<file path="config.mk">
export PLATFORM = sky130hd
export DESIGN_NAME = icc_top
export DESIGN_NICKNAME = d
export VERILOG_FILES = /design/src/design/icc_pkg.sv /design/src/design/icc_top.sv
export SDC_FILE = /design/constraint.sdc
export NUM_CORES = 2
export LEC_CHECK = 0
export ABC_CLOCK_PERIOD_IN_PS = 4900
export BUFFER_PORTS_ARGS = -buffer_cell sky130_fd_sc_hd__buf_2
export CORE_MARGIN = 2
export CORE_UTILIZATION = 60
export CTS_BUF_LIST = sky130_fd_sc_hd__clkbuf_4
export CTS_CLUSTER_DIAMETER = 120
export DETAILED_ROUTE_END_ITERATION = 10
export PLACE_DENSITY = 0.76
export SYNTH_ARGS = -nofsm -noshare
export SYNTH_HDL_FRONTEND = slang
export SYNTH_SLANG_ARGS = --single-unit
</file>
<file path="constraint.sdc">
create_clock -name core_clk -period 4.9 [get_ports core_clk]
set_input_delay 0.735 -clock core_clk [delete_from_list [all_inputs] [get_ports core_clk]]
set_output_delay 0.735 -clock core_clk [all_outputs]
set_load 0.01 [all_outputs]
</file>
<file path="src/design/icc_pkg.sv">
// constants and carrier types for the input conditioning block
package icc_pkg;

   // ----------------------------------------------------------------
   // sizes
   // ----------------------------------------------------------------
   localparam int NUM_IN = 16;
   localparam int NUM_CAP = 8;
   localparam int NUM_CMP = 8;
   localparam int NUM_OUT = 8;
   localparam int FT_W = 25;

   // ----------------------------------------------------------------
   // timing: filter unit and clock period, in ps
   // ----------------------------------------------------------------
   localparam int FILT_UNIT_PS = 10000;   // 0.01 us
   localparam int CLK_PERIOD_PS = 4000;   // 250 MHz
   localparam logic [15:0] TICK_STEP = 16'(CLK_PERIOD_PS);
   localparam logic [15:0] TICK_WRAP = 16'(FILT_UNIT_PS);

   // ----------------------------------------------------------------
   // filter time range and reset value, in filter units
   // ----------------------------------------------------------------
   localparam logic [FT_W-1:0] FT_MAX = 25'h1C9_C380;  // 30,000,000
   localparam logic [FT_W-1:0] FT_RESET = 25'h0064;    // 100 = 1 us

   // ----------------------------------------------------------------
   // register byte offsets
   // ----------------------------------------------------------------
   localparam logic [7:0] REG_LEVEL = 8'h00;
   localparam logic [7:0] REG_STAT = 8'h04;
   localparam logic [7:0] REG_MASK = 8'h08;
   localparam logic [7:0] REG_IEN = 8'h0C;
   localparam logic [7:0] REG_POL = 8'h10;
   localparam logic [7:0] REG_EDGE = 8'h14;
   localparam logic [7:0] REG_CAP_EN = 8'h18;
   localparam logic [7:0] REG_CAP_SRC = 8'h1C;
   localparam logic [7:0] REG_CMP_EN = 8'h20;
   localparam logic [7:0] REG_CMP_SEL = 8'h24;
   localparam logic [1:0] REG_FT_BLK = 2'h1;     // 0x40..0x7C
   localparam logic [2:0] REG_CAPV_BLK = 3'h4;   // 0x80..0x9C
   localparam logic [2:0] REG_CMPV_BLK = 3'h5;   // 0xA0..0xBC

   // ----------------------------------------------------------------
   // status field positions and reset values
   // ----------------------------------------------------------------
   localparam int ST_IN_LSB = 0;
   localparam int ST_CAP_LSB = 16;
   localparam int ST_CMP_LSB = 24;
   localparam logic [31:0] EDGE_RESET = 32'h5555_5555;  // all rising

   // ----------------------------------------------------------------
   // types
   // ----------------------------------------------------------------
   typedef enum logic [1:0] {
      EDGE_NONE, EDGE_RISE, EDGE_FALL, EDGE_BOTH
   } icc_edge_t;

   typedef enum logic {BUS_IDLE, BUS_ACK} icc_bus_st_t;

   typedef struct packed {
      logic read;
      logic write;
      logic [7:0] address;
      logic [31:0] writedata;
   } icc_av_req_t;

   typedef struct packed {
      logic [31:0] readdata;
      logic waitrequest;
   } icc_av_rsp_t;

endpackage

</file>
<file path="src/design/icc_top.sv">
// input conditioning, capture and compare front end with avalon slave
//
// What this block does
// - eight capture and eight compare channels, each with its own enable
// - capture trigger comes from an input picked per channel
// - compare result drives an output contact picked per channel
// - per-input interrupt enable, off at reset, edge select rise/fall/both
// - filter time per input in 0.01 us units, range 0 to 30,000,000
// - filter time of each input is 100 units after reset
// - polarity defaults to normally open, no inversion
// - normally closed polarity inverts input before filter and edges
`timescale 1ns/100ps

module icc_top
   import icc_pkg::*;
(
   // clock and reset
   input wire logic core_clk,
   input wire logic rstn,
   // register bus
   input wire icc_av_req_t av_req,
   output icc_av_rsp_t av_rsp,
   // field side
   input wire logic [NUM_IN-1:0] din,
   output logic [NUM_OUT-1:0] dout,
   // counter core value
   input wire logic [31:0] count_value,
   // interrupt
   output logic irq
);

   // ----------------------------------------------------------------
   // declarations
   // ----------------------------------------------------------------
   icc_bus_st_t bus_st;
   logic wr_en;
   logic [31:0] next_rdata, stat, mask, edge_sel, cap_src, cmp_sel;
   logic [NUM_IN-1:0] ien, pol, filt, filt_d, rise, fall, in_evt;
   logic [NUM_CAP-1:0] cap_en, cap_evt;
   logic [NUM_CMP-1:0] cmp_en, cmp_hit, cmp_hit_d, cmp_evt;
   logic [FT_W-1:0] ftime [NUM_IN];
   logic [31:0] cap_val [NUM_CAP];
   logic [31:0] cmp_val [NUM_CMP];
   logic [NUM_OUT-1:0] next_dout;
   logic [31:0] evt;
   logic [15:0] tick_acc;
   logic tick;

   // ----------------------------------------------------------------
   // avalon slave
   // ----------------------------------------------------------------

   // one wait cycle, then a one-cycle answer with waitrequest low
   always_ff @(posedge core_clk or negedge rstn) begin
      if (!rstn) begin
         bus_st <= BUS_IDLE;
         av_rsp.waitrequest <= 1'b1;
         av_rsp.readdata <= 32'h0000_0000;
      end else if (bus_st == BUS_IDLE &&
                   (av_req.read || av_req.write)) begin
         bus_st <= BUS_ACK;
         av_rsp.waitrequest <= 1'b0;
         av_rsp.readdata <= av_req.read ? next_rdata : 32'h0000_0000;
      end else begin
         bus_st <= BUS_IDLE;
         av_rsp.waitrequest <= 1'b1;
      end
   end

   // writes land on the edge that sees waitrequest low
   assign wr_en = av_req.write && bus_st == BUS_ACK;

   // read mux, unmapped reads as zero
   always_comb begin
      next_rdata = 32'h0000_0000;
      if (av_req.address == REG_LEVEL) begin
         next_rdata = {16'h0000, filt};
      end else if (av_req.address == REG_STAT) begin
         next_rdata = stat;
      end else if (av_req.address == REG_MASK) begin
         next_rdata = mask;
      end else if (av_req.address == REG_IEN) begin
         next_rdata = {16'h0000, ien};
      end else if (av_req.address == REG_POL) begin
         next_rdata = {16'h0000, pol};
      end else if (av_req.address == REG_EDGE) begin
         next_rdata = edge_sel;
      end else if (av_req.address == REG_CAP_EN) begin
         next_rdata = {24'h00_0000, cap_en};
      end else if (av_req.address == REG_CAP_SRC) begin
         next_rdata = cap_src;
      end else if (av_req.address == REG_CMP_EN) begin
         next_rdata = {24'h00_0000, cmp_en};
      end else if (av_req.address == REG_CMP_SEL) begin
         next_rdata = cmp_sel;
      end else if (av_req.address[7:6] == REG_FT_BLK) begin
         next_rdata = {7'h00, ftime[av_req.address[5:2]]};
      end else if (av_req.address[7:5] == REG_CAPV_BLK) begin
         next_rdata = cap_val[av_req.address[4:2]];
      end else if (av_req.address[7:5] == REG_CMPV_BLK) begin
         next_rdata = cmp_val[av_req.address[4:2]];
      end
   end

   // ----------------------------------------------------------------
   // configuration registers
   // ----------------------------------------------------------------

   // plain read-write control bits
   always_ff @(posedge core_clk or negedge rstn) begin
      if (!rstn) begin
         mask <= 32'h0000_0000;
         ien <= 16'h0000;
         pol <= 16'h0000;                // normally open
         edge_sel <= EDGE_RESET;
         cap_en <= 8'h00;
         cap_src <= 32'h0000_0000;
         cmp_en <= 8'h00;
         cmp_sel <= 32'h0000_0000;
      end else if (wr_en) begin
         if (av_req.address == REG_MASK) begin
            mask <= av_req.writedata;
         end else if (av_req.address == REG_IEN) begin
            ien <= av_req.writedata[15:0];
         end else if (av_req.address == REG_POL) begin
            pol <= av_req.writedata[15:0];
         end else if (av_req.address == REG_EDGE) begin
            edge_sel <= av_req.writedata;
         end else if (av_req.address == REG_CAP_EN) begin
            cap_en <= av_req.writedata[7:0];
         end else if (av_req.address == REG_CAP_SRC) begin
            cap_src <= av_req.writedata;
         end else if (av_req.address == REG_CMP_EN) begin
            cmp_en <= av_req.writedata[7:0];
         end else if (av_req.address == REG_CMP_SEL) begin
            cmp_sel <= av_req.writedata;
         end
      end
   end

   // ----------------------------------------------------------------
   // filter time base
   // ----------------------------------------------------------------

   // phase accumulator: one tick per 0.01 us on average
   always_ff @(posedge core_clk or negedge rstn) begin
      if (!rstn) begin
         tick_acc <= 16'h0000;
         tick <= 1'b0;
      end else if (tick_acc + TICK_STEP >= TICK_WRAP) begin
         tick_acc <= 16'(tick_acc + TICK_STEP - TICK_WRAP);
         tick <= 1'b1;
      end else begin
         tick_acc <= 16'(tick_acc + TICK_STEP);
         tick <= 1'b0;
      end
   end

   // ----------------------------------------------------------------
   // per-input polarity, filter and edge events
   // ----------------------------------------------------------------
   for (genvar gi = 0; gi < NUM_IN; gi++) begin : g_in
      logic [FT_W-1:0] fcnt;
      logic lvl;
      icc_edge_t esel;

      // normally closed contact inverted ahead of everything
      assign lvl = din[gi] ^ pol[gi];
      assign esel = icc_edge_t'(edge_sel[2*gi +: 2]);

      // filter time register, out-of-range writes clamp to max
      always_ff @(posedge core_clk or negedge rstn) begin
         if (!rstn) begin
            ftime[gi] <= FT_RESET;
         end else if (wr_en && av_req.address[7:6] == REG_FT_BLK &&
                      av_req.address[5:2] == 4'(gi)) begin
            if (av_req.writedata > {7'h00, FT_MAX}) begin
               ftime[gi] <= FT_MAX;
            end else begin
               ftime[gi] <= av_req.writedata[FT_W-1:0];
            end
         end
      end

      // debounce: change only after a full stable period
      always_ff @(posedge core_clk or negedge rstn) begin
         if (!rstn) begin
            filt[gi] <= 1'b0;
            fcnt <= '0;
         end else if (ftime[gi] == '0) begin
            filt[gi] <= lvl;
            fcnt <= '0;
         end else if (lvl == filt[gi]) begin
            fcnt <= '0;  // bounce restarts the wait
         end else if (fcnt >= ftime[gi]) begin
            filt[gi] <= lvl;
            fcnt <= '0;
         end else if (tick) begin
            fcnt <= FT_W'(fcnt + 1'b1);
         end
      end

      // edge detect and interrupt qualification
      assign rise[gi] = filt[gi] & ~filt_d[gi];
      assign fall[gi] = ~filt[gi] & filt_d[gi];
      assign in_evt[gi] = ien[gi] &
         ((rise[gi] & (esel == EDGE_RISE || esel == EDGE_BOTH)) |
          (fall[gi] & (esel == EDGE_FALL || esel == EDGE_BOTH)));
   end

   // delayed filtered levels
   always_ff @(posedge core_clk or negedge rstn) begin
      if (!rstn) begin
         filt_d <= 16'h0000;
      end else begin
         filt_d <= filt;
      end
   end

   // ----------------------------------------------------------------
   // capture channels
   // ----------------------------------------------------------------
   for (genvar gc = 0; gc < NUM_CAP; gc++) begin : g_cap
      // rising filtered edge of the selected input triggers
      assign cap_evt[gc] = cap_en[gc] &
         rise[cap_src[4*gc +: 4]];

      always_ff @(posedge core_clk or negedge rstn) begin
         if (!rstn) begin
            cap_val[gc] <= 32'h0000_0000;
         end else if (cap_evt[gc]) begin
            cap_val[gc] <= count_value;
         end
      end
   end

   // ----------------------------------------------------------------
   // compare channels
   // ----------------------------------------------------------------
   for (genvar gk = 0; gk < NUM_CMP; gk++) begin : g_cmp
      assign cmp_hit[gk] = cmp_en[gk] &&
         count_value >= cmp_val[gk];
      assign cmp_evt[gk] = cmp_hit[gk] & ~cmp_hit_d[gk];

      always_ff @(posedge core_clk or negedge rstn) begin
         if (!rstn) begin
            cmp_val[gk] <= 32'h0000_0000;
         end else if (wr_en && av_req.address[7:5] == REG_CMPV_BLK &&
                      av_req.address[4:2] == 3'(gk)) begin
            cmp_val[gk] <= av_req.writedata;
         end
      end
   end

   // route each active compare to its selected contact
   always_comb begin
      next_dout = '0;
      for (int k = 0; k < NUM_CMP; k++) begin
         if (cmp_hit[k]) begin
            next_dout[cmp_sel[4*k +: 3]] = 1'b1;
         end
      end
   end

   // registered outputs and compare history
   always_ff @(posedge core_clk or negedge rstn) begin
      if (!rstn) begin
         dout <= 8'h00;
         cmp_hit_d <= 8'h00;
      end else begin
         dout <= next_dout;
         cmp_hit_d <= cmp_hit;
      end
   end

   // ----------------------------------------------------------------
   // interrupt status, write one to clear, set wins
   // ----------------------------------------------------------------
   assign evt = {cmp_evt, cap_evt, in_evt};

   always_ff @(posedge core_clk or negedge rstn) begin
      if (!rstn) begin
         stat <= 32'h0000_0000;
         irq <= 1'b0;
      end else begin
         if (wr_en && av_req.address == REG_STAT) begin
            stat <= (stat & ~av_req.writedata) | evt;
         end else begin
            stat <= stat | evt;
         end
         irq <= |(stat & mask);
      end
   end
endmodule

</file>
# After elaboration in Yosys (flattened, before gate mapping)
# Cells that the tools add are included.
[word_totals]
ff_bits = 1620
latch_bits = 0
mem_bits_rw = 0
mem_bits_ro = 0
input_bits = 92
output_inout_bits = 42
word_cells = 791
mem_count = 0
[op_classes]
add_sub_neg = 18
mul = 0
div = 0
order_cmp = 52
n_eq_ne = 114
shift = 0
muxes = 181
bitwise = 190
n_reduce_logical = 154
[ops]
columns = ["cell", "count"]
rows = [
  ["25-bit two-way mux", 67],
  ["32-bit two-way mux", 19],
  ["25-bit by 1-bit adder with 25-bit output (second input constant)", 16],
  ["25-bit greater-or-equal comparator", 16],
  ["25-bit logical NOT", 16],
  ["32-bit greater-or-equal comparator", 8],
  ["32-bit binary-select mux with 3-bit select", 2],
  ["25-bit binary-select mux with 4-bit select", 1],
  ["1-bit AND", 96],
  ["1-bit two-way mux", 67],
  ["32-bit AND", 2],
  ["2-bit equality test (second input constant)", 32],
  ["8-bit two-way mux", 8],
  ["32-bit OR", 2],
  ["4-bit nonzero test", 16],
  ["8-bit OR", 7],
  ["1-bit inverter", 48],
  ["1-bit logical AND", 45],
  ["4-bit by 5-bit less-than comparator with 1-bit output (second input constant)", 8],
  ["2-bit by 1-bit equality test with 1-bit output (second input constant)", 17],
  ["2-bit AND reduction", 17],
  ["1-bit logical OR", 33],
  ["1-bit binary-select mux with 4-bit select", 8],
  ["4-bit equality test (second input constant)", 8],
  ["39 further kinds", 150],
]

# Longest topological paths before layout
[logic_depth]
depth_word = 19
mapped_depth = 12
depth_no_buf = 11

# Worst setup path after synthesis
# No wires, ideal clock.
[synth_path]
path_kind = "input port to flip-flop"
start = "input port count_value[0]"
end = "register dout[6]"
setup_time_ps = 124
arrival_time_ps = 3076
required_ps = 4776
path_slack_ps = 1700
cell_stages = 10
n_path_buf = 0
cell_sequence = "inv_1 -> ha_1 -> nand2b_1 -> a2111o_1 -> o2111ai_1 -> a31oi_1 -> nor3_2 -> o32ai_1 -> or4_1 -> a211o_1"
[synth_via]
elab_chain_cells = 17
elab_cells_between_ends = 31
cone_classes = "order compare: 8; mux: 8; bitwise: 7; reduce/logical: 8"
[synth_lines]
columns = ["element", "line_no", "rtl"]
rows = [
  ["start: declaration", "icc_top.sv:27", "input wire logic [31:0] count_value,"],
  ["32-bit greater-or-equal comparator", "icc_top.sv:242", "count_value >= cmp_val[gk];"],
  ["1-bit logical AND", "icc_top.sv:241", "assign cmp_hit[gk] = cmp_en[gk] &&"],
  ["8-bit two-way mux", "icc_top.sv:259", "if (cmp_hit[k]) begin"],
  ["8-bit OR (no source line)", "-", ""],
  ["8-bit two-way mux", "icc_top.sv:259", ""],
  ["8-bit OR (no source line)", "-", ""],
  ["8-bit two-way mux", "icc_top.sv:259", ""],
  ["8-bit OR (no source line)", "-", ""],
  ["[... 2 more ...]", "-", ""],
  ["8-bit two-way mux", "icc_top.sv:259", ""],
  ["8-bit OR (no source line)", "-", ""],
  ["8-bit two-way mux", "icc_top.sv:259", ""],
  ["8-bit OR (no source line)", "-", ""],
  ["8-bit two-way mux", "icc_top.sv:259", ""],
  ["8-bit OR (no source line)", "-", ""],
  ["8-bit two-way mux *", "icc_top.sv:259", ""],
  ["named net next_dout[6]", "icc_top.sv:44", "logic [NUM_OUT-1:0] next_dout;"],
  ["end signal: assignment", "icc_top.sv:271", "dout <= next_dout;"],
  ["end: declaration", "icc_top.sv:25", "output logic [NUM_OUT-1:0] dout,"],
]
# Mark *: on every way through the listed nets, which the timed path passes. The rest lies on a longest branch.
# A chain may end at the register's enable or synchronous reset.

# Worst setup path after layout
[layout_path]
start = "register cmp_val[203] (netlist bit)"
end = "register dout[2]"
[layout_via]
elab_chain_cells = 15
[layout_lines]
columns = ["element", "line_no", "rtl"]
rows = [
  ["start: declaration", "icc_top.sv:43", "logic [31:0] cmp_val [NUM_CMP];"],
  ["start signal: indexed assignment", "icc_top.sv:250", "cmp_val[gk] <= av_req.writedata;"],
  ["32-bit greater-or-equal comparator *", "icc_top.sv:242", ""],
  ["1-bit logical AND *", "icc_top.sv:241", ""],
  ["8-bit two-way mux *", "icc_top.sv:259", ""],
  ["8-bit OR (no source line)", "-", ""],
  ["8-bit two-way mux *", "icc_top.sv:259", ""],
  ["8-bit OR (no source line)", "-", ""],
  ["8-bit two-way mux *", "icc_top.sv:259", ""],
  ["8-bit OR (no source line)", "-", ""],
  ["8-bit two-way mux *", "icc_top.sv:259", ""],
  ["8-bit OR (no source line)", "-", ""],
  ["8-bit two-way mux *", "icc_top.sv:259", ""],
  ["8-bit OR (no source line)", "-", ""],
  ["8-bit two-way mux *", "icc_top.sv:259", ""],
  ["8-bit OR (no source line)", "-", ""],
  ["8-bit two-way mux *", "icc_top.sv:259", ""],
  ["named net next_dout[2]", "icc_top.sv:44", ""],
]
# Marks and branches as above.

==> flow_metrics.py <==
metrics = {
    "layout": {
        "area_growth_pct": 10.08,
        "fin_nets": 10100,
        "drive_above_1_share_pct": 19.37,
    },
    "hold_path": {
        "hp-class": "input pin to register",
        "hold_end": "av_rsp[16]",
        "min_path_cells": 6,
        "hp-start": "av_req[38]",
    },
    "setup_path": {
        "arrival_ns": 4.78,
        "cp_max_fo": 7,
        "r2r-start": "cmp_val[203]",
        "critical_path_class": "register to register",
        "reg2reg_depth": 10,
        "cp-start-kind": "register",
        "required_ns": 6.06,
        "r2r_end": "dout[2]",
        "rrSetupSlack_ns": 1.28,
        "endpoint_kind": "register",
    },
    "yosys": {
        "synth_fp_nets": 9711,
        "yosysWarnings": 0,
        "synth.yosys.seq_area_share_pct": 44.23,
        "yosysTopAreaCell": "dfrtp_1",
        "synthTopCellsByCount": "1551 x dfrtp_1, 1138 x nand2_1, 713 x o21ai_0",
        "synthTopCellsByArea": "dfrtp_1 42%, ha_1 9.2%, mux4_2 7.5%",
        "syn_area_per_cell_sq_um": 10.24,
        "synth_top_flop_cell": "dfrtp_1",
        "yosys_register_bits": 1616,
        "synthArstFlopShare_pct": 100.0,
        "synth-edff-count": 0,
        "yosys.area.top_type_share_pct": 42.36,
        "synth.distinct_cells": 93,
        "netlist_instances": 8943,
        "netlist_area_sq_um": 91620,
        "synth.most_common_cell": "dfrtp_1",
    },
    "grt": {
        "gr-total-overflow": 0,
        "grt_pass1_vias": 74720,
        "grtUsageTotal_pct": 39.75,
        "grt_max_degree": 145,
        "grt_pass1_wl_mm": 465.1,
        "antenna_found_initial": 20,
    },
    "timing": {
        "period_minus_slack_ns": 3.624,
        "fin_skew_ns": 0.1406,
        "worst-slew-pin-transition_ns": 1.211,
        "slew_violations": 0,
        "fin_crit_sh_pct": 73.96,
        "holdWs_ns": 0.2052,
        "hold_viol": 0,
        "setup_tns_ns": 0,
        "finalSetupViolations": 0,
        "grt_setup_unrepaired": "no",
        "relSlewSlack_pct": 18.24,
        "max_freq_ghz": 0.2759,
    },
    "pwr": {
        "p_leak_nw": 46.08,
        "pwr-share-seq_pct": 45.5,
        "p_sw_share_pct": 32.33,
        "p_clk_share_pct": 36.1,
        "p_sw_mw": 10.82,
        "cellPowerDensity_nw_per_um2": 332.0,
        "ir_worst_vdd_mv": 0.4537,
        "p_int_mw": 22.66,
        "comb_power_share_pct": 18.4,
    },
    "placement": {
        "io_buffers": 133,
        "post-dp-hpwl_mm": 220.9,
        "gp_congestion": 1.033,
    },
    "route": {
        "drt-total-wl_mm": 308.9,
        "avgRoutedWirePerCell_um": 26.40,
        "vias": 74920,
        "drtAntennaViolNets": 0,
        "vias_per_cell": 6.402,
        "drtIter0Drc": 8736,
        "dr.pass1.iters": 8,
        "drc": 0,
    },
    "floorplanning": {
        "ios": 134,
        "fp-row-count": 143,
        "core_area_sq_um": 151700,
        "die-area_sq_um": 155800,
        "start_util_pct": 60.38,
        "fp.dieH_um": 394.8,
        "die_x_um": 394.8,
    },
    "clock_network": {
        "clk_latency_ns": 1.45,
        "cts_tree": "done",
        "cts_sinks": 1616,
        "h-tree-depth": 5,
        "root_buffer": "clkbuf_4",
        "clkTransAtPathRegs_ns": 0.07,
        "clockBufferDepth": 4,
        "cts_buffers": 437,
    },
    "flow_run": {
        "maxCapViolCount": 0,
    },
    "run_status": {
        "status": "finished clean",
    },
}
## layout by cell type, fill, tap and decap left out, drive strengths merged, types with 15 or more instances in the layout
master,Yosys,final
dfrtp,1551,1551
nand2,1148,1148
o21ai,837,837
inv,704,707
ha,676,676
nor2,666,666
clkbuf,260,653
mux2,458,458
mux4,304,304
buf,160,285
xor2,277,277
a21oi,241,241
nand4,202,202
nand3,184,184
xnor2,153,153
a21o,134,134
nor4,110,110
clkinv,1,105
and3,94,94
dlygate4sd3,0,84
nor2b,74,74
dfstp,65,65
nor3,62,62
o211ai,60,60
nand2b,48,48
a211oi,35,35
mux2i,35,35
and4,35,35
a22o,35,35
o21a,28,28
a221oi,28,28
a22oi,28,28
o22ai,24,24
a2111oi,22,22
a31oi,19,19
a222oi,18,18
or2,17,17
and2,15,15
or3,15,15
## flip-flops by register name, summed over array words and instances (netlist names), 32 cells and up
name	cells
cmp_val	256
g_in.fcnt	400
mask	32
cmp_sel	32
ftime	400
cap_src	32
av_rsp	33
stat	32
cap_val	256
edge_sel	32
## kinds of logic (layout without fill, tap and decap cells)
group | Yosys count | after routing | share of synthesized area (%)
xor gates and xnor gates | 430 | 430 | 4.111
other | 0 | 14 | 0
DFF | 1616 | 1616 | 44.23
buffers and inverters | 1125 | 1839 | 4.941
and+or+nand+nor | 2700 | 2700 | 13.54
adders and majority gates | 676 | 676 | 9.232
muxes | 797 | 797 | 13.48
AOI/OAI and AO/OA | 1599 | 1599 | 10.47
## routing by layer
metal | vias up | global-route usage [%] | share of wire, %
met5 | - | 0 | 0.031
met4 | 14 | 20.75 | 5.7
met3 | 989 | 15.62 | 14
met2 | 4419 | 56.68 | 42
met1 | 36890 | 52.45 | 38
li1 | 32600 | - | -
## through the flow
| stage | std cells | area, sq um | power, mW | utilization (%) | setup WS (ns) |
|---|---|---|---|---|---|
| after floorplan | 8943 | 91620 | 18.76 | - | 1.700 |
| after global placement | 10840 | 94530 | 21.13 | 62.31 | 0.8435 |
| after detailed placement | 10840 | 94530 | 21.36 | 62.31 | 0.7499 |
| after CTS | 11690 | 100800 | 33.39 | 66.44 | 1.288 |
| after global routing | 11700 | 100800 | 34.90 | 66.46 | 0.9162 |
| final | 11700 | 100800 | 33.48 | 66.47 | 1.276 |
## timing repair
action	in CTS	in global routing
resized for setup	0	0
hold buffers	85	0
endpoints found under the hold margin	1148	0
setup buffers	0	0
## layout make-up
| class | count | area (sq um) |
|---|---|---|
| inverters | 705 | 2646 |
| clock buffers | 653 | 4902 |
| repair buffers | 369 | 3025 |
| diodes | 14 | 35.03 |
| clock inverters | 112 | 515.5 |
| fillers | 11860 | 50880 |
| multi-input cells | 6202 | 46660 |
| well taps | 2030 | 2540 |
| flip-flops and latches | 1616 | 40520 |
## worst max-delay path: stages (launching register included)
cell	delay (ns)
dfrtp_1	0.38
inv_1	0.11
ha_1	0.26
a21oi_1	0.12
o21ai_0	0.27
a221oi_1	0.35
a31oi_1	0.26
nor3_1	0.82
o22ai_1	0.14
a2111oi_0	0.52
nand3_1	0.16
## worst max-delay path by stage
| stage | start | endpoint | slack (ns) | cells past startpoint |
|---|---|---|---|---|
| 6_report | cmp_val[203] | dout[2] | 1.28 | 10 |
| 5_1_grt | cmp_val[203] | dout[2] | 0.92 | 10 |
| 4_1_cts | cmp_val[203] | dout[2] | 1.29 | 10 |
| 3_5_place_dp | count_value[9] | dout[2] | 0.75 | 10 |
| 3_3_place_gp | count_value[9] | dout[2] | 0.84 | 10 |
| 2_1_floorplan | count_value[0] | dout[6] | 1.70 | 10 |
## power groups by stage
| stage | clock [mW] | combinational [mW] | sequential (mW) |
|---|---|---|---|
| after CTS | 12.2 | 6.04 | 15.2 |
| after floorplan | 0 | 3.81 | 15.0 |
| after global routing | 12.9 | 6.67 | 15.3 |
| after detailed placement | 0 | 5.96 | 15.4 |
| final | 12.1 | 6.17 | 15.2 |
| after global placement | 0 | 5.77 | 15.4 |
(Power assumes the default switching activity.)
